**src/pkg/cvrl_pkg.sv**
```systemverilog
// Purpose: shared constants and types for the current/voltage result and limit block
// Assumes: 8-bit register map reached over a two-wire serial management port
// Notes: status register offsets sit beside the documented map
package cvrl_pkg;

    // ----------------------------------------------------------------
    // register offsets
    // ----------------------------------------------------------------
    localparam logic [7:0] ADDR_HIGH_STATUS = 8'h35;
    localparam logic [7:0] ADDR_LOW_STATUS = 8'h36;
    localparam logic [7:0] ADDR_BUS_VOLT_CFG = 8'h50;
    localparam logic [7:0] ADDR_SENSE_CFG = 8'h51;
    localparam logic [7:0] ADDR_SPIKE_CFG = 8'h52;
    localparam logic [7:0] ADDR_SENSE_RESULT_HIGH = 8'h54;
    localparam logic [7:0] ADDR_SENSE_RESULT_LOW = 8'h55;
    localparam logic [7:0] ADDR_BUS_VOLT_RESULT_HIGH = 8'h58;
    localparam logic [7:0] ADDR_BUS_VOLT_RESULT_LOW = 8'h59;
    localparam logic [7:0] ADDR_POWER_FACTOR_HIGH = 8'h5b;
    localparam logic [7:0] ADDR_POWER_FACTOR_LOW = 8'h5c;
    localparam logic [7:0] ADDR_SENSE_UPPER_BOUND = 8'h60;
    localparam logic [7:0] ADDR_SENSE_LOWER_BOUND = 8'h61;
    localparam logic [7:0] ADDR_BUS_VOLT_UPPER_BOUND = 8'h64;
    localparam logic [7:0] ADDR_BUS_VOLT_LOWER_BOUND = 8'h65;

    // ----------------------------------------------------------------
    // reset values
    // ----------------------------------------------------------------
    localparam logic [7:0] RST_RESULT = 8'h00;
    localparam logic [7:0] RST_BUS_VOLT_CFG = 8'h00;
    localparam logic [7:0] RST_SENSE_CFG = 8'h03;
    localparam logic [7:0] RST_SPIKE_CFG = 8'h00;
    localparam logic [7:0] RST_SENSE_UPPER_BOUND = 8'h7f;
    localparam logic [7:0] RST_SENSE_LOWER_BOUND = 8'h80;
    localparam logic [7:0] RST_BUS_VOLT_UPPER_BOUND = 8'hff;
    localparam logic [7:0] RST_BUS_VOLT_LOWER_BOUND = 8'h00;
    localparam logic [7:0] READ_UNMAPPED = 8'h00;

    // ----------------------------------------------------------------
    // field positions
    // ----------------------------------------------------------------
    localparam int SENSE_QUEUE_LSB = 6;
    localparam int BUS_VOLT_QUEUE_LSB = 2;
    localparam int SPIKE_LEVEL_LSB = 4;
    localparam int SPIKE_MIN_TIME_LSB = 0;
    localparam int FULL_SCALE_LSB = 0;
    localparam int SENSE_W = 12;
    localparam int BUS_VOLT_W = 11;
    localparam int POWER_W = 16;
    localparam int POWER_LSB = 7;
    localparam int BUS_VOLT_LOW_PAD = 5;
    localparam int SENSE_LOW_PAD = 4;
    localparam logic [2:0] QUEUE_MAX = 3'h4;

    // ----------------------------------------------------------------
    // decode tables
    // ----------------------------------------------------------------
    localparam logic [21:0] SPIKE_TIME_US [16] = '{
        22'h0003e8, 22'h001400, 22'h006400, 22'h00c800,
        22'h012c00, 22'h019000, 22'h01f400, 22'h03e800,
        22'h05dc00, 22'h07d000, 22'h0bb800, 22'h0fa000,
        22'h177000, 22'h1f4000, 22'h2ee000, 22'h3e8000};
    localparam logic [6:0] FULL_SCALE_MV [4] = '{7'h0a, 7'h14, 7'h28, 7'h50};

    // ----------------------------------------------------------------
    // types
    // ----------------------------------------------------------------
    typedef struct packed {
        logic busVolt;
        logic sense;
    } cvrl_pair_t;

    typedef struct packed {
        logic valid;
        logic signed [SENSE_W-1:0] value;
    } cvrl_sample_t;

    typedef enum logic [6:0] {
        ST_IDLE = 7'h01,
        ST_ADDR = 7'h02,
        ST_ADDR_ACK = 7'h04,
        ST_WRITE = 7'h08,
        ST_WRITE_ACK = 7'h10,
        ST_READ = 7'h20,
        ST_READ_ACK = 7'h40
    } cvrl_state_t;

endpackage

```
**src/core/cvrl_core.sv**
```systemverilog
// Purpose: result registers, limit checks and serial register port of the monitor
// Assumes: front end delivers samples on ref_clk; serial pins are asynchronous
// Notes: status flags clear when read; the alert pin follows any raised flag
`timescale 1ns/10ps

// ----------------------------------------------------------------
// consecutive out-of-limit counter
// ----------------------------------------------------------------
module cvrl_queue (
    input wire logic ref_clk,
    input wire logic sys_rst,
    input wire logic update,
    input wire logic outOfLimit,
    input wire logic [1:0] depth,
    output logic hit
);
    import cvrl_pkg::*;
    logic [2:0] count;

    // the count saturates so a long excursion keeps hitting on every update
    always_ff @(posedge ref_clk) begin
        if (sys_rst) begin
            count <= 3'h0;
        end else if (update) begin
            if (!outOfLimit) begin
                count <= 3'h0;
            end else if (count != QUEUE_MAX) begin
                count <= count + 3'h1;
            end
        end
    end

    assign hit = update && outOfLimit && (count >= {1'b0, depth});
endmodule

// Operation
// - spike time field decodes to 1ms up through 4096ms in sixteen steps
// - sense result is 12 bits, read only, split over 54h and 55h upper nibble
// - sense result is two's complement, 7FFh and 800h are full scale
// - sign bit zero for current from positive to negative sense pin
// - stored sense code is the raw two's complement sample, no internal scaling applied
// - source result split over 58h and 59h, five low bits read zero
// - source code is unsigned binary, top bit weighs 12 volts
// - negative source readings are stored as zero
// - power ratio is sense magnitude times source cut to 16 bits at 5Bh/5Ch
// - each sense update compares against limits at 60h and 61h
// - sense at or above high, or below low, raises alert and flag
// - sense limit comparison is signed
// - sense limits are raw codes relative to programmed full scale
// - each source update compares against limits at 64h and 65h
// - source at or above high, or below low, raises alert and flag
// - a violation flags only after one to four consecutive bad samples
// - two-bit range field selects 10, 20, 40 or 80 mV, default 80
module cvrl_core #(
    parameter logic [6:0] DEV_ADDR = 7'h2a
) (
    input wire logic ref_clk,
    input wire logic sys_rst,
    input wire logic sclIn,
    input wire logic sdaIn,
    output logic sdaOut,
    output logic sdaOe,
    input wire cvrl_pkg::cvrl_sample_t senseSample,
    input wire cvrl_pkg::cvrl_sample_t busVoltSample,
    output logic alertN,
    output cvrl_pkg::cvrl_pair_t overFlags,
    output cvrl_pkg::cvrl_pair_t underFlags,
    output logic [21:0] spikeMinTimeUs,
    output logic [3:0] spikeLevel,
    output logic [6:0] senseFullScaleMv
);
    import cvrl_pkg::*;

    // ----------------------------------------------------------------
    // pin synchronisers
    // ----------------------------------------------------------------
    logic sclMeta, sclSync, sclPrev, sdaMeta, sdaSync, sdaPrev;

    always_ff @(posedge ref_clk) begin
        if (sys_rst) begin
            {sclMeta, sclSync, sclPrev} <= 3'h7;
            {sdaMeta, sdaSync, sdaPrev} <= 3'h7;
        end else begin
            {sclMeta, sclSync, sclPrev} <= {sclIn, sclMeta, sclSync};
            {sdaMeta, sdaSync, sdaPrev} <= {sdaIn, sdaMeta, sdaSync};
        end
    end

    logic sclRise, sclFall, busStart, busStop;
    assign sclRise = sclSync && !sclPrev;
    assign sclFall = !sclSync && sclPrev;
    assign busStart = sclSync && sclPrev && sdaPrev && !sdaSync;
    assign busStop = sclSync && sclPrev && !sdaPrev && sdaSync;

    // ----------------------------------------------------------------
    // registers
    // ----------------------------------------------------------------
    logic signed [SENSE_W-1:0] senseResult;
    logic [BUS_VOLT_W-1:0] busVoltResult;
    logic [POWER_W-1:0] powerFactor;
    logic [7:0] senseUpperBound, senseLowerBound;
    logic [7:0] busVoltUpperBound, busVoltLowerBound;
    logic [7:0] busVoltCfg, senseCfg, spikeCfg;
    logic wrStb, rdStb;
    logic [7:0] wrAddr, wrData, rdAddr;

    always_ff @(posedge ref_clk) begin
        if (sys_rst) begin
            senseUpperBound <= RST_SENSE_UPPER_BOUND;
            senseLowerBound <= RST_SENSE_LOWER_BOUND;
            busVoltUpperBound <= RST_BUS_VOLT_UPPER_BOUND;
            busVoltLowerBound <= RST_BUS_VOLT_LOWER_BOUND;
            busVoltCfg <= RST_BUS_VOLT_CFG;
            senseCfg <= RST_SENSE_CFG;
            spikeCfg <= RST_SPIKE_CFG;
        end else if (wrStb) begin
            case (wrAddr)
                ADDR_SENSE_UPPER_BOUND: senseUpperBound <= wrData;
                ADDR_SENSE_LOWER_BOUND: senseLowerBound <= wrData;
                ADDR_BUS_VOLT_UPPER_BOUND: busVoltUpperBound <= wrData;
                ADDR_BUS_VOLT_LOWER_BOUND: busVoltLowerBound <= wrData;
                ADDR_BUS_VOLT_CFG: busVoltCfg <= wrData;
                ADDR_SENSE_CFG: senseCfg <= wrData;
                ADDR_SPIKE_CFG: spikeCfg <= wrData;
                default: ;
            endcase
        end
    end

    // ----------------------------------------------------------------
    // results and power
    // ----------------------------------------------------------------
    logic [SENSE_W-1:0] senseMag;
    logic [SENSE_W+BUS_VOLT_W-1:0] powerProduct;
    assign senseMag = senseResult[SENSE_W-1] ? SENSE_W'(-senseResult) : senseResult;
    assign powerProduct = senseMag * busVoltResult;

    always_ff @(posedge ref_clk) begin
        if (sys_rst) begin
            senseResult <= '0;
            busVoltResult <= '0;
            powerFactor <= '0;
        end else begin
            if (senseSample.valid) begin
                senseResult <= senseSample.value;
            end
            if (busVoltSample.valid) begin
                busVoltResult <= busVoltSample.value[SENSE_W-1] ? '0 :
                    busVoltSample.value[BUS_VOLT_W-1:0];
            end
            powerFactor <= powerProduct[POWER_LSB +: POWER_W];
        end
    end

    // ----------------------------------------------------------------
    // limit checks
    // ----------------------------------------------------------------
    logic signed [7:0] senseTop;
    logic [7:0] busVoltTop;
    logic senseHi, senseLo, busVoltHi, busVoltLo;
    cvrl_pair_t overHit, underHit, statusClrHigh, statusClrLow;

    assign senseTop = senseSample.value[SENSE_W-1 -: 8];
    assign busVoltTop = busVoltSample.value[SENSE_W-1] ? 8'h00 :
        busVoltSample.value[BUS_VOLT_W-1 -: 8];
    assign senseHi = senseTop >= $signed(senseUpperBound);
    assign senseLo = senseTop < $signed(senseLowerBound);
    assign busVoltHi = busVoltTop >= busVoltUpperBound;
    assign busVoltLo = busVoltTop < busVoltLowerBound;

    cvrl_queue senseHiQueue (.ref_clk(ref_clk), .sys_rst(sys_rst),
        .update(senseSample.valid), .outOfLimit(senseHi),
        .depth(senseCfg[SENSE_QUEUE_LSB +: 2]), .hit(overHit.sense));
    cvrl_queue senseLoQueue (.ref_clk(ref_clk), .sys_rst(sys_rst),
        .update(senseSample.valid), .outOfLimit(senseLo),
        .depth(senseCfg[SENSE_QUEUE_LSB +: 2]), .hit(underHit.sense));
    cvrl_queue busVoltHiQueue (.ref_clk(ref_clk), .sys_rst(sys_rst),
        .update(busVoltSample.valid), .outOfLimit(busVoltHi),
        .depth(busVoltCfg[BUS_VOLT_QUEUE_LSB +: 2]), .hit(overHit.busVolt));
    cvrl_queue busVoltLoQueue (.ref_clk(ref_clk), .sys_rst(sys_rst),
        .update(busVoltSample.valid), .outOfLimit(busVoltLo),
        .depth(busVoltCfg[BUS_VOLT_QUEUE_LSB +: 2]), .hit(underHit.busVolt));

    assign statusClrHigh = (rdStb && rdAddr == ADDR_HIGH_STATUS) ? 2'h3 : 2'h0;
    assign statusClrLow = (rdStb && rdAddr == ADDR_LOW_STATUS) ? 2'h3 : 2'h0;

    // a new violation in the clearing cycle survives the clear
    always_ff @(posedge ref_clk) begin
        if (sys_rst) begin
            overFlags <= '0;
            underFlags <= '0;
            alertN <= 1'b1;
        end else begin
            overFlags <= (overFlags & ~statusClrHigh) | overHit;
            underFlags <= (underFlags & ~statusClrLow) | underHit;
            alertN <= !((|overHit) || (|underHit) ||
                (|(overFlags & ~statusClrHigh)) || (|(underFlags & ~statusClrLow)));
        end
    end

    // ----------------------------------------------------------------
    // decoded settings
    // ----------------------------------------------------------------
    always_ff @(posedge ref_clk) begin
        if (sys_rst) begin
            spikeMinTimeUs <= SPIKE_TIME_US[RST_SPIKE_CFG[SPIKE_MIN_TIME_LSB +: 4]];
            spikeLevel <= RST_SPIKE_CFG[SPIKE_LEVEL_LSB +: 4];
            senseFullScaleMv <= FULL_SCALE_MV[RST_SENSE_CFG[FULL_SCALE_LSB +: 2]];
        end else begin
            spikeMinTimeUs <= SPIKE_TIME_US[spikeCfg[SPIKE_MIN_TIME_LSB +: 4]];
            spikeLevel <= spikeCfg[SPIKE_LEVEL_LSB +: 4];
            senseFullScaleMv <= FULL_SCALE_MV[senseCfg[FULL_SCALE_LSB +: 2]];
        end
    end

    // ----------------------------------------------------------------
    // read mux
    // ----------------------------------------------------------------
    logic [7:0] readByte;
    always_comb begin
        case (rdAddr)
            ADDR_HIGH_STATUS: readByte = {6'h00, overFlags};
            ADDR_LOW_STATUS: readByte = {6'h00, underFlags};
            ADDR_BUS_VOLT_CFG: readByte = busVoltCfg;
            ADDR_SENSE_CFG: readByte = senseCfg;
            ADDR_SPIKE_CFG: readByte = spikeCfg;
            ADDR_SENSE_RESULT_HIGH: readByte = senseResult[SENSE_W-1 -: 8];
            ADDR_SENSE_RESULT_LOW: readByte = {senseResult[3:0], 4'h0};
            ADDR_BUS_VOLT_RESULT_HIGH: readByte = busVoltResult[BUS_VOLT_W-1 -: 8];
            ADDR_BUS_VOLT_RESULT_LOW: readByte = {busVoltResult[2:0], 5'h00};
            ADDR_POWER_FACTOR_HIGH: readByte = powerFactor[15:8];
            ADDR_POWER_FACTOR_LOW: readByte = powerFactor[7:0];
            ADDR_SENSE_UPPER_BOUND: readByte = senseUpperBound;
            ADDR_SENSE_LOWER_BOUND: readByte = senseLowerBound;
            ADDR_BUS_VOLT_UPPER_BOUND: readByte = busVoltUpperBound;
            ADDR_BUS_VOLT_LOWER_BOUND: readByte = busVoltLowerBound;
            default: readByte = READ_UNMAPPED;
        endcase
    end

    // ----------------------------------------------------------------
    // serial register port
    // ----------------------------------------------------------------
    cvrl_state_t state;
    logic [7:0] shiftByte, txByte, regPtr;
    logic [3:0] bitCnt;
    logic readMode, pointerPhase, masterNack;

    // drive is asserted only after scl falls; a start or stop releases it while scl is high
    always_ff @(posedge ref_clk) begin
        if (sys_rst) begin
            state <= ST_IDLE;
            shiftByte <= 8'h00;
            txByte <= 8'h00;
            regPtr <= 8'h00;
            bitCnt <= 4'h0;
            readMode <= 1'b0;
            pointerPhase <= 1'b0;
            masterNack <= 1'b0;
            sdaOe <= 1'b0;
            sdaOut <= 1'b0;
            wrStb <= 1'b0;
            wrAddr <= 8'h00;
            wrData <= 8'h00;
            rdStb <= 1'b0;
            rdAddr <= 8'h00;
        end else begin
            wrStb <= 1'b0;
            rdStb <= 1'b0;
            sdaOut <= 1'b0;
            if (busStart) begin
                state <= ST_ADDR;
                bitCnt <= 4'h0;
                sdaOe <= 1'b0;
            end else if (busStop) begin
                state <= ST_IDLE;
                sdaOe <= 1'b0;
            end else if (sclRise) begin
                if (state == ST_ADDR || state == ST_WRITE) begin
                    shiftByte <= {shiftByte[6:0], sdaSync};
                    bitCnt <= bitCnt + 4'h1;
                end else if (state == ST_READ_ACK) begin
                    masterNack <= sdaSync;
                end
            end else if (sclFall) begin
                case (state)
                    ST_ADDR: if (bitCnt == 4'h8) begin
                        if (shiftByte[7:1] == DEV_ADDR) begin
                            state <= ST_ADDR_ACK;
                            readMode <= shiftByte[0];
                            sdaOe <= 1'b1;
                        end else begin
                            state <= ST_IDLE;
                        end
                    end
                    ST_ADDR_ACK: begin
                        bitCnt <= 4'h0;
                        pointerPhase <= 1'b1;
                        if (readMode) begin
                            state <= ST_READ;
                            txByte <= readByte;
                            rdStb <= 1'b1;
                            sdaOe <= !readByte[7];
                            bitCnt <= 4'h1;
                        end else begin
                            state <= ST_WRITE;
                            sdaOe <= 1'b0;
                        end
                    end
                    ST_WRITE: if (bitCnt == 4'h8) begin
                        state <= ST_WRITE_ACK;
                        sdaOe <= 1'b1;
                        if (pointerPhase) begin
                            regPtr <= shiftByte;
                            rdAddr <= shiftByte;
                        end else begin
                            wrStb <= 1'b1;
                            wrAddr <= regPtr;
                            wrData <= shiftByte;
                            regPtr <= regPtr + 8'h01;
                            rdAddr <= regPtr + 8'h01;
                        end
                    end
                    ST_WRITE_ACK: begin
                        state <= ST_WRITE;
                        sdaOe <= 1'b0;
                        bitCnt <= 4'h0;
                        pointerPhase <= 1'b0;
                    end
                    ST_READ: if (bitCnt == 4'h8) begin
                        state <= ST_READ_ACK;
                        sdaOe <= 1'b0;
                        regPtr <= regPtr + 8'h01;
                        rdAddr <= regPtr + 8'h01;
                    end else begin
                        sdaOe <= !txByte[3'(4'h7 - bitCnt)];
                        bitCnt <= bitCnt + 4'h1;
                    end
                    ST_READ_ACK: if (masterNack) begin
                        state <= ST_IDLE;
                    end else begin
                        state <= ST_READ;
                        txByte <= readByte;
                        rdStb <= 1'b1;
                        sdaOe <= !readByte[7];
                        bitCnt <= 4'h1;
                    end
                    default: ;
                endcase
            end
        end
    end
endmodule

```
**config.mk**
```make
export PLATFORM = sky130hd
export DESIGN_NAME = cvrl_core
export DESIGN_NICKNAME = d
export VERILOG_FILES = /design/src/pkg/cvrl_pkg.sv /design/src/core/cvrl_core.sv
export SDC_FILE = /design/constraint.sdc
export NUM_CORES = 1
export LEC_CHECK = 0
export BUFFER_PORTS_ARGS = -buffer_cell sky130_fd_sc_hd__buf_2
export CAP_MARGIN = 5
export CELL_PAD_IN_SITES_DETAIL_PLACEMENT = 1
export CELL_PAD_IN_SITES_GLOBAL_PLACEMENT = 2
export CORE_MARGIN = 1.5
export CORE_UTILIZATION = 40
export CTS_BUF_LIST = sky130_fd_sc_hd__clkbuf_4 sky130_fd_sc_hd__clkbuf_8
export DETAILED_ROUTE_END_ITERATION = 7
export PLACE_DENSITY = 0.95
export SLEW_MARGIN = 5
export SYNTH_ARGS = -nofsm -noshare
export SYNTH_HDL_FRONTEND = slang
export SYNTH_SLANG_ARGS = --single-unit
```
**constraint.sdc**
```tcl
create_clock -name ref_clk -period 7.74 [get_ports ref_clk]
set_clock_uncertainty 0.15 [all_clocks]
set_input_delay 0.387 -clock ref_clk [delete_from_list [all_inputs] [get_ports ref_clk]]
set_output_delay 0.387 -clock ref_clk [all_outputs]
set_load 0.1 [all_outputs]
```
==> results of run 1 <==
-- routing by layer --
metal / track usage [%] / share of wire [%] / routed length [microns] / vias up
met3: 3.42 / 4.6 / 2010 / 64
li1: - / - / - / 5748
met2: 40.1 / 47 / 20900 / 340
met4: 6.94 / 2.6 / 1150 / 2
met1: 31.6 / 46 / 20100 / 6122
met5: 0 / 0.023 / 10 / -
-- cells by family (layout without fill, tap and decap cells) --
group | Yosys count | in the layout | share of synthesized area (%)
buf+inv | 281 | 283 | 7.69
other cells | 1 | 6 | 0.0258
xor+xnor | 18 | 18 | 1.09
simple gates | 610 | 610 | 20.9
fa+ha+maj | 212 | 212 | 22.8
compound gates | 291 | 291 | 13.6
flops | 198 | 198 | 27.3
mux | 92 | 92 | 6.57
-- final timing paths --
kind | start | end
worst max-delay path | senseResult[0]$_SDFFE_PP0P_ | powerFactor[13]$_SDFF_PP0_
worst min-delay path | sys_rst | powerFactor[12]$_SDFF_PP0_
worst max register to register | senseResult[0]$_SDFFE_PP0P_ | powerFactor[13]$_SDFF_PP0_
worst min register to register | sclMeta$_SDFF_PP1_ | sclSync$_SDFF_PP1_
-- power breakdown --
group	internal (mW)	switching [mW]	total, mW
combinational	0.0959	0.183	0.279
clock	0.291	0.405	0.695
sequential	1.04	0.0296	1.07
-- synthesized netlist by cell type (all sizes together) (22+ instances only) --
library cell	count
clkbuf	87
nor2	143
inv	167
nand2b	22
a21oi	78
nor3	23
o21ai	46
dfxtp	198
nor2b	28
fa	88
nand4	25
nand2	184
mux2i	84
nand3	35
ha	124
buf	27
and2	79
-- registers in the layout (all words and copies together), names as in the netlist, 11 cells and up --
signal / cells
busVoltResult: 11
spikeMinTimeUs: 13
powerFactor: 16
senseResult: 12
-- cell usage in the layout (no fill, tap or decap), drive strengths merged, types with 7 or more instances in the layout --
cell         netlist  routed
nand2b            22      22
o21a               8       8
nor3              23      23
fa                88      88
nand4             25      25
nor4               7       7
a31oi             17      17
or2                7       7
a21oi             78      78
o211ai            17      17
dlygate4sd3        0       9
o21ai             46      46
nor2b             28      28
buf               27      75
inv              167     172
nand3b             9       9
and2              79      79
nor2             143     143
a21o              15      15
a32oi              8       8
dfxtp            198     198
a211oi            17      17
o31ai              8       8
xnor2             15      15
mux2i             84      84
ha               124     124
nand2            184     184
a22oi              7       7
a221oi             7       7
nand3             35      35
and3               9       9
clkbuf            87      21
-- through the flow --
| step | cells | hold WS, ns | area, sq um | worst slack [ns] | util (%) |
|---|---|---|---|---|---|
| 2_1_floorplan | 1708 | 0.239 | 14500 | 1.28 | - |
| 3_3_place_gp | 2130 | 0.252 | 15000 | 0.978 | 42.2 |
| 3_5_place_dp | 2130 | 0.250 | 15000 | 0.751 | 42.2 |
| 4_1_cts | 2171 | 0.0182 | 15500 | 0.722 | 43.6 |
| 5_1_grt | 2171 | 0.0290 | 15500 | 0.266 | 43.6 |
| 6_report | 2171 | 0.0361 | 15500 | 0.679 | 43.6 |
-- layout make-up --
cell class | instances | area share [%]
clock buffer | 21 | 1.82
clock inverter | 11 | 0.725
timing repair buffer | 84 | 3.21
sequential | 198 | 25.5
inverter | 167 | 4.04
tap | 461 | 3.71
multi-input combinational | 1229 | 61.0
-- timing repair --
| action | 4_1_cts | 5_1_grt |
|---|---|---|
| endpoints found under the setup margin | 0 | 0 |
| hold buffers | 9 | 0 |
| endpoints found under the hold margin | 9 | 0 |
==> impl_metrics.json, run 1 <==
{
  "status": "finished with violations",
  "violations": "design-rule violations",
  "fillers": 4270,
  "dp_hpwl_microns": 33600,
  "area.sequential_sq_um": 3960,
  "relSlewSlack_pct": 17.1,
  "gr-total-overflow": 0,
  "drt_pass1_iterations": 7,
  "crit_path_cell_trace": "inv_1, ha_1, nand2b_1, xnor2_1, nand2_1, fa_1, fa_1, inv_1, fa_1, fa_1, inv_1, fa_1, inv_1, ha_1, a21o_1, a21o_1, o2bb2ai_1, or2_1, a41oi_1, mux2_2",
  "syn_area_sq_um": 14500,
  "routed_wl_microns": 44100,
  "power.total_mw": 2.04,
  "numCtsBuffers": 17,
  "ctsResizeCount": 0,
  "rows": 69,
  "hold_path.class": "input pin to flop",
  "num_vias": 12300,
  "grt_pass1_wl_microns": 71200,
  "die_width_microns": 194,
  "required_ns": 7.98,
  "start_util_pct": 40.7,
  "worstSetupStartpointType": "flop",
  "ioPinCount": 70,
  "min_path_cells": 2,
  "post_cts_buffers": 0,
  "fp.coreArea_sq_um": 35700,
  "wire_per_inst_microns": 20.3,
  "grt_pass1_vias": 13000,
  "cp_num_cells": 20,
  "synth_edf_count": 0,
  "clk_pin_slew_worst_paths_ns": 0.12,
  "gp_routability_congestion": 0.865,
  "crit_path_max_fanout": 14,
  "postRouteAntennaNets": 0,
  "synthArstFlopShare_pct": 0,
  "die_area_sq_um": 37500,
  "grt_max_degree": 74,
  "synth_largest_area_cell": "dfxtp_1",
  "syn_area_per_cell_sq_um": 8.53,
  "reg2reg_slack_ns": 0.68,
  "ys_ff_latch": 198,
  "finalCriticalPeriod_ns": 7.06,
  "htree_levels": 4,
  "port_buffers": 63,
  "fmax_mhz": 142,
  "cap_violations": 0,
  "synthCells": 1703,
  "clock-sinks": 198,
  "yosysSeqAreaShare_pct": 27.3,
  "antenna_found_initial": 2,
  "rsz0062_at_grt": "no",
  "clkLatencyLatePin_ns": 0.50,
  "synth_top_area_share_pct": 27.3,
  "critPathKind": "flop to flop",
  "reg2reg_depth": 20,
  "peakVddDrop_mv": 0.109,
  "synthTopCellsByArea": "dfxtp_1, fa_1, ha_1",
  "diodes": 0,
  "root_buffer": "clkbuf_8",
  "setup_viol": 0,
  "slowest_delay_ns": 0.88,
  "ys_warn_count": 0,
  "cts_buffer_depth": 2,
  "tritoncts": "yes",
  "die_h_microns": 194,
  "timing.final.crit_share_pct": 91.2,
  "drive_gt1_share_pct": 8.13,
  "power.density_nw_per_um2": 131,
  "synth-main-ff-cell": "dfxtp_1",
  "final.setup.tns_ns": 0,
  "track_usage_pct": 23.8,
  "critPathTopFamily": "adder cells",
  "path_buf_inv": 4,
  "hold_viol_final": 0,
  "crit_top_cell": "fa_1",
  "cpMaxStageDelayCell": "xnor2_1",
  "vias_per_cell": 5.65,
  "area_delta_synth_final_pct": 6.96,
  "multi_input_area_sq_um": 9470,
  "yosysUniqueCellTypes": 82,
  "p_leak_nw": 6.77,
  "endpoint_kind": "flop",
  "final_max_slew_viol_count": 0,
  "critPathArrivalTime_ns": 7.30,
  "worstMarginPinSlew_ns": 1.23,
  "drc": 4,
  "drt_iter0_markers": 797,
  "nets": 1939
}
(Power assumes the default switching activity.)
==> inputs of run 2 (changes only) <==
- SYNTH_HIERARCHICAL: unset -> 1
==> run 2 against run 1 <==
Against the previous run:
- the run still ends with design-rule violations left
- sequential power barely moved
- count of clock-buffer cells in the layout fell by 2
- cell count rose by 1.6%
- sequential share of layout area fell by 0.15 points
- via count rose by 0.63%
- critical path depth rose by 3
- register-to-register slack got worse by 0.29 ns
- non-clock buffer count rose by 4
==> impl_metrics.json, run 2 <==
{
  "reg_top3": "powerFactor x16, spikeMinTimeUs x13, senseResult x12",
  "hold_path.class": "input pin to flop",
  "rr_endpoint": "powerFactor[14]$_SDFF_PP0_",
  "crit_path_max_fanout": 14,
  "violations": "design-rule violations",
  "worstSetupStartpointType": "flop",
  "grt_pass1_wl_microns": 72800,
  "clkLatencyLatePin_ns": 0.51,
  "ioPinCount": 70,
  "finalCriticalPeriod_ns": 7.35,
  "final_max_slew_viol_count": 0,
  "synth_largest_area_cell": "dfxtp_1",
  "port_buffers": 63,
  "relSlewSlack_pct": 23.9,
  "endpoint_kind": "flop",
  "synthTopCellsByArea": "dfxtp_1, fa_1, ha_1",
  "grt_max_degree": 61,
  "met1_length_microns": 20700,
  "rsz0062_at_grt": "no",
  "fp.coreArea_sq_um": 35700,
  "synthCells": 1716,
  "clock-sinks": 198,
  "post_cts_buffers": 0,
  "ys_warn_count": 6,
  "die_area_sq_um": 37500,
  "r2r-start": "senseResult[0]$_SDFFE_PP0P_",
  "track_usage_pct": 24.8,
  "ys_ff_latch": 198,
  "routed_wl_microns": 45800,
  "nets": 1973,
  "synth_edf_count": 0,
  "yosysMostFrequentCell": "dfxtp_1",
  "min_path_cells": 3,
  "top_layer_used": "met4",
  "num_vias": 12400,
  "drc": 3,
  "hold_viol_final": 0,
  "syn_area_per_cell_sq_um": 8.47,
  "diodes": 0,
  "synthArstFlopShare_pct": 0,
  "synth-main-ff-cell": "dfxtp_1",
  "tritoncts": "yes",
  "post-route-util_pct": 43.8,
  "yosysUniqueCellTypes": 82,
  "setup_viol": 0,
  "p_leak_nw": 6.89,
  "wl_met2_microns": 21700,
  "required_ns": 7.96,
  "postRouteAntennaNets": 0,
  "clk_pin_slew_worst_paths_ns": 0.11,
  "die_width_microns": 194,
  "dp_hpwl_microns": 34800,
  "reg2reg_depth": 23,
  "power.total_mw": 2.05,
  "worstMarginPinSlew_ns": 1.13,
  "largest_reg_flops": 16,
  "grt_pass1_vias": 13200,
  "fmax_mhz": 136,
  "vias_per_cell": 5.60,
  "max_flop_register": "powerFactor",
  "drt_pass1_iterations": 7,
  "power.density_nw_per_um2": 131,
  "hold_path.startpoint": "senseSample[5]",
  "synth_top_area_share_pct": 27.3,
  "root_buffer": "clkbuf_8",
  "hold_path_end": "senseResult[5]$_SDFFE_PP0P_",
  "final.setup.tns_ns": 0,
  "syn_area_sq_um": 14500,
  "timing.final.crit_share_pct": 94.9,
  "gp_routability_congestion": 0.919,
  "rows": 69,
  "antenna_found_initial": 0,
  "cap_violations": 0,
  "die_h_microns": 194,
  "wire_per_inst_microns": 20.7,
  "numCtsBuffers": 17,
  "drive_gt1_share_pct": 8.31,
  "critPathArrivalTime_ns": 7.57,
  "drt_iter0_markers": 700,
  "area_delta_synth_final_pct": 7.45,
  "place_area_sq_um": 15100,
  "critPathKind": "flop to flop",
  "start_util_pct": 40.8,
  "reg2reg_slack_ns": 0.39,
  "htree_levels": 4,
  "final_cell_mix": "dfxtp_1, nand2_1, inv_1",
  "final_common_cell": "dfxtp_1",
  "synthTopCellsByCount": "dfxtp_1, nand2_1, inv_1",
  "peakVddDrop_mv": 0.111,
  "whs_ns": 0.0267,
  "wl_met3_microns": 2120,
  "cts_buffer_depth": 2,
  "design_area_sq_um": 15600,
  "yosysSeqAreaShare_pct": 27.3,
  "status": "finished with violations",
  "gr-total-overflow": 0
}
run 2: cell count changes after synthesis, moves of 7 or more:
cell / delta
a21o_1: -9
a22oi_1: +8
clkbuf_1: -25
inv_1: +22
nor2_1: +10
o21a_1: -8
o21ai_0: +19
o21ai_1: +7
run 2: layout make-up:
class	count	area, sq um
Fill cell	4257	20000
Multi-Input combinational cell	1239	9450
Sequential cell	198	3960
Inverter	189	709
Tap cell	461	577
Timing Repair Buffer	88	533
Clock buffer	19	249
Clock inverter	12	144
run 2: logic make-up (layout without fill, tap and decap cells):
kind of cell | count (synthesis) | count (layout) | share of synthesized area (%)
xor+xnor | 24 | 24 | 1.45
compound gates | 298 | 298 | 13.5
buf+inv | 284 | 308 | 7.89
fa+ha+maj | 210 | 210 | 22.6
other cells | 1 | 6 | 0.0258
flops | 198 | 198 | 27.3
mux | 85 | 85 | 6.14
simple gates | 616 | 616 | 21.1
run 2: layer usage:
layer  GRT usage (%)  vias to the layer above
li1                -                     5762
met1            32.2                     6235
met2            41.9                      285
met3            4.00                       71
met4            8.46                        0
met5               0                        -
run 2: per-stage QoR:
stage,instances,worst slack (ns)
5_1_grt,2206,0.0957
3_5_place_dp,2164,0.529
2_1_floorplan,1721,1.39
3_3_place_gp,2164,0.789
4_1_cts,2206,0.522
6_report,2206,0.394
run 2: critical path: stages, from the launching register on:
cell and delay [ns]:
dfxtp_1 0.69, inv_1 0.10, ha_1 0.22, nand2b_1 0.09, or4_1 0.15, o31ai_1 0.09, xnor2_1 0.91, nand2_1 0.20
fa_1 0.50, fa_1 0.51, inv_1 0.05, fa_1 0.47, fa_1 0.55, inv_1 0.06, fa_1 0.52, inv_1 0.04
ha_1 0.36, a21oi_1 0.21, o221ai_1 0.16, a21oi_1 0.21, o22ai_1 0.17, a221o_1 0.37, a211oi_1 0.31, nor4_1 0.09
run 2: what timing repair did:
item	in CTS	in global routing
resized for setup	0	0
hold buffers	11	0
endpoints found under the hold margin	11	0
run 2: worst max-delay path by stage:
stage | from | end | depth (start not counted)
after floorplan | senseResult[0]$_SDFFE_PP0P_ | powerFactor[14]$_SDFF_PP0_ | 25
after global placement | senseResult[0]$_SDFFE_PP0P_ | powerFactor[14]$_SDFF_PP0_ | 23
after detailed placement | senseResult[0]$_SDFFE_PP0P_ | powerFactor[14]$_SDFF_PP0_ | 23
after CTS | senseResult[0]$_SDFFE_PP0P_ | powerFactor[14]$_SDFF_PP0_ | 23
after global routing | senseResult[0]$_SDFFE_PP0P_ | powerFactor[14]$_SDFF_PP0_ | 23
final | senseResult[0]$_SDFFE_PP0P_ | powerFactor[14]$_SDFF_PP0_ | 23
run 2: power breakdown:
group	switching, mW	internal [mW]
registers	0.0309	1.04
clock network	0.402	0.299
logic	0.187	0.0968
total	0.620	1.43
==> inputs of run 3 (changes only) <==
- ABC_AREA: unset -> 1
- CORE_UTILIZATION: 40 -> 38
==> run 3 against run 2 <==
Against the previous run:
- the flow now finishes without violations
- sequential share of layout area is 0.46 points higher
- hold slack worse by 0.011 ns
- flip-flop and latch count stayed put
- count of clock-buffer cells in the layout is 1 lower
- highest routed layer unchanged
- synthesized area is 2.5% lower
- combinational power is 65% higher
- global-route usage is 0.81 points lower
- cell count is 11% higher
==> impl_metrics.json, run 3 <==
{
  "fp.coreArea_sq_um": 36700,
  "hold_viol_final": 0,
  "die_width_microns": 196,
  "die_area_sq_um": 38500,
  "postRouteAntennaNets": 0,
  "finalCriticalPeriod_ns": 6.46,
  "root_buffer": "clkbuf_8",
  "drt_iter0_markers": 750,
  "grt_max_degree": 116,
  "ys_warn_count": 6,
  "setup_viol": 0,
  "ctsResizeCount": 0,
  "worstMarginPinSlew_ns": 1.22,
  "numCtsBuffers": 17,
  "drive_gt1_share_pct": 7.82,
  "synthArstFlopShare_pct": 0,
  "cts_hold_buf": 9,
  "post_cts_buffers": 0,
  "cap_violations": 0,
  "final_max_slew_viol_count": 0,
  "track_usage_pct": 24.0,
  "fin_cells": 2449,
  "die_h_microns": 196,
  "rows": 70,
  "timing.final.crit_share_pct": 83.5,
  "antenna_found_initial": 0,
  "synth_edf_count": 0,
  "wire_per_inst_microns": 18.3,
  "ys_ff_latch": 198,
  "required_ns": 8.05,
  "clk_pin_slew_worst_paths_ns": 0.12,
  "grt_pass1_vias": 13600,
  "routed_wl_microns": 44700,
  "dp_cells": 2408,
  "final_cell_mix": "inv_1, nand2_1, nor2_1",
  "yosysMostFrequentCell": "inv_1",
  "drc": 0,
  "dp_hpwl_microns": 35100,
  "gp_routability_congestion": 0.912,
  "synth-main-ff-cell": "dfxtp_1",
  "synthTopCellsByCount": "inv_1, nand2_1, nor2_1",
  "r2r-start": "senseResult[0]$_SDFFE_PP0P_",
  "drt_pass1_iterations": 5,
  "status": "complete, no violations",
  "dp_slack_ns": 1.33,
  "port_buffers": 63,
  "start_util_pct": 38.6,
  "gr-total-overflow": 0,
  "max_flop_register": "powerFactor",
  "largest_reg_flops": 16,
  "tritoncts": "yes",
  "endpoint_kind": "flop",
  "p_leak_nw": 7.01,
  "final.setup.tns_ns": 0,
  "yosysUniqueCellTypes": 46,
  "syn_area_sq_um": 14200,
  "critPathArrivalTime_ns": 6.77,
  "synth_top_area_share_pct": 28.0,
  "clkLatencyLatePin_ns": 0.52,
  "crit_path_start": "senseResult[0]$_SDFFE_PP0P_",
  "synth_largest_area_cell": "dfxtp_1",
  "area_delta_synth_final_pct": 8.29,
  "fmax_mhz": 155,
  "peakVddDrop_mv": 0.116,
  "hold_path.startpoint": "sys_rst",
  "critPathKind": "flop to flop",
  "worstSetupStartpointType": "flop",
  "htree_levels": 4,
  "clock-sinks": 198,
  "design_area_sq_um": 15300,
  "place_area_sq_um": 14800,
  "synthCells": 1926,
  "num_vias": 12900,
  "reg_top3": "powerFactor x16, spikeMinTimeUs x13, senseResult x12",
  "crit_path_max_fanout": 12,
  "layout_setup_ws_ns": 1.28,
  "syn_area_per_cell_sq_um": 7.36,
  "ioPinCount": 70,
  "cts_buffer_depth": 2,
  "nets": 2208,
  "relSlewSlack_pct": 18.5,
  "vias_per_cell": 5.28,
  "rsz0062_at_grt": "no",
  "grt_pass1_wl_microns": 72500,
  "synthTopCellsByArea": "dfxtp_1, fa_1, ha_1",
  "yosysSeqAreaShare_pct": 28.0,
  "post-route-util_pct": 41.8,
  "diodes": 0,
  "hold_path.class": "input pin to flop",
  "power.density_nw_per_um2": 148
}
run 3: changes by cell type after synthesis, moves of 79 or more:
cell,delta
a21oi_1,+97
and2_1,-83
inv_1,+126
mux2i_1,-79
nand2_1,+124
nand3_1,+80
o21ai_0,+83
run 3: path summary, 6_finish.rpt:
| kind | endpoint | slack, ns | depth (start not counted) |
|---|---|---|---|
| max reg2reg | powerFactor[15]$_SDFF_PP0_ | 1.28 | 26 |
| min | senseFullScaleMv[6]$_SDFF_PP1_ | 0.02 | 3 |
| max | powerFactor[15]$_SDFF_PP0_ | 1.28 | 26 |
| min reg2reg | sdaSync$_SDFF_PP1_ | 0.28 | 1 |
run 3: critical path, stage by stage (launching register included):
cell and delay, ns:
dfxtp_1 0.59, inv_1 0.15, ha_1 0.22, nand2_1 0.08, nor2_1 0.07, nand3_1 0.08, nand2_1 0.06, or2_2 0.28
nand2_1 0.23, inv_1 0.20, nor2_1 0.18, fa_1 0.46, fa_1 0.47, fa_1 0.53, fa_1 0.55, inv_1 0.06
fa_1 0.54, inv_1 0.05, ha_1 0.36, nand2_1 0.16, nor4_1 0.31, nand2_1 0.08, nand2_1 0.15, nand2_1 0.11
nand3_1 0.08, nand2_1 0.05, nor2_1 0.12
run 3: cells by family (layout without fill, tap and decap cells):
logic type      after synthesis  count (layout)  share of synthesized area [%]
fa+ha+maj                   210             210                           23.2
compound gates              400             400                           15.3
xor+xnor                      6               6                          0.371
buf+inv                     385             435                           10.8
flops                       198             198                           28.0
simple gates                726             726                           22.3
other cells                   1               6                         0.0265
run 3: stage by stage:
stage / hold WS (ns) / total power [mW]
2_1_floorplan: 0.239 / 1.42
3_3_place_gp: 0.242 / 1.55
3_5_place_dp: 0.250 / 1.57
4_1_cts: 0.00304 / 2.29
5_1_grt: 0.0144 / 2.39
6_report: 0.0162 / 2.27
run 3: final cells by class:
cell class	count	area, sq um
repair buffers	78	450
multi-input cells	1348	8700
fillers	4652	21400
flip-flops and latches	198	3960
well taps	468	586
clock buffers	18	248
clock inverters	14	179
inverters	325	1220
run 3: layer usage:
layer  vias up  global-route usage (%)  wire length [microns]
li1       6268                       -                      -
met1      6395                    32.8                  21300
met2       222                    39.7                  20700
met3        56                    3.21                   1670
met4         0                    6.58                   1000
met5         -                       0                      0
run 3: where the power goes:
group / switching [mW] / internal (mW) / total [mW]
registers: 0.0303 / 1.05 / 1.08
logic: 0.321 / 0.149 / 0.470
clock network: 0.440 / 0.284 / 0.725
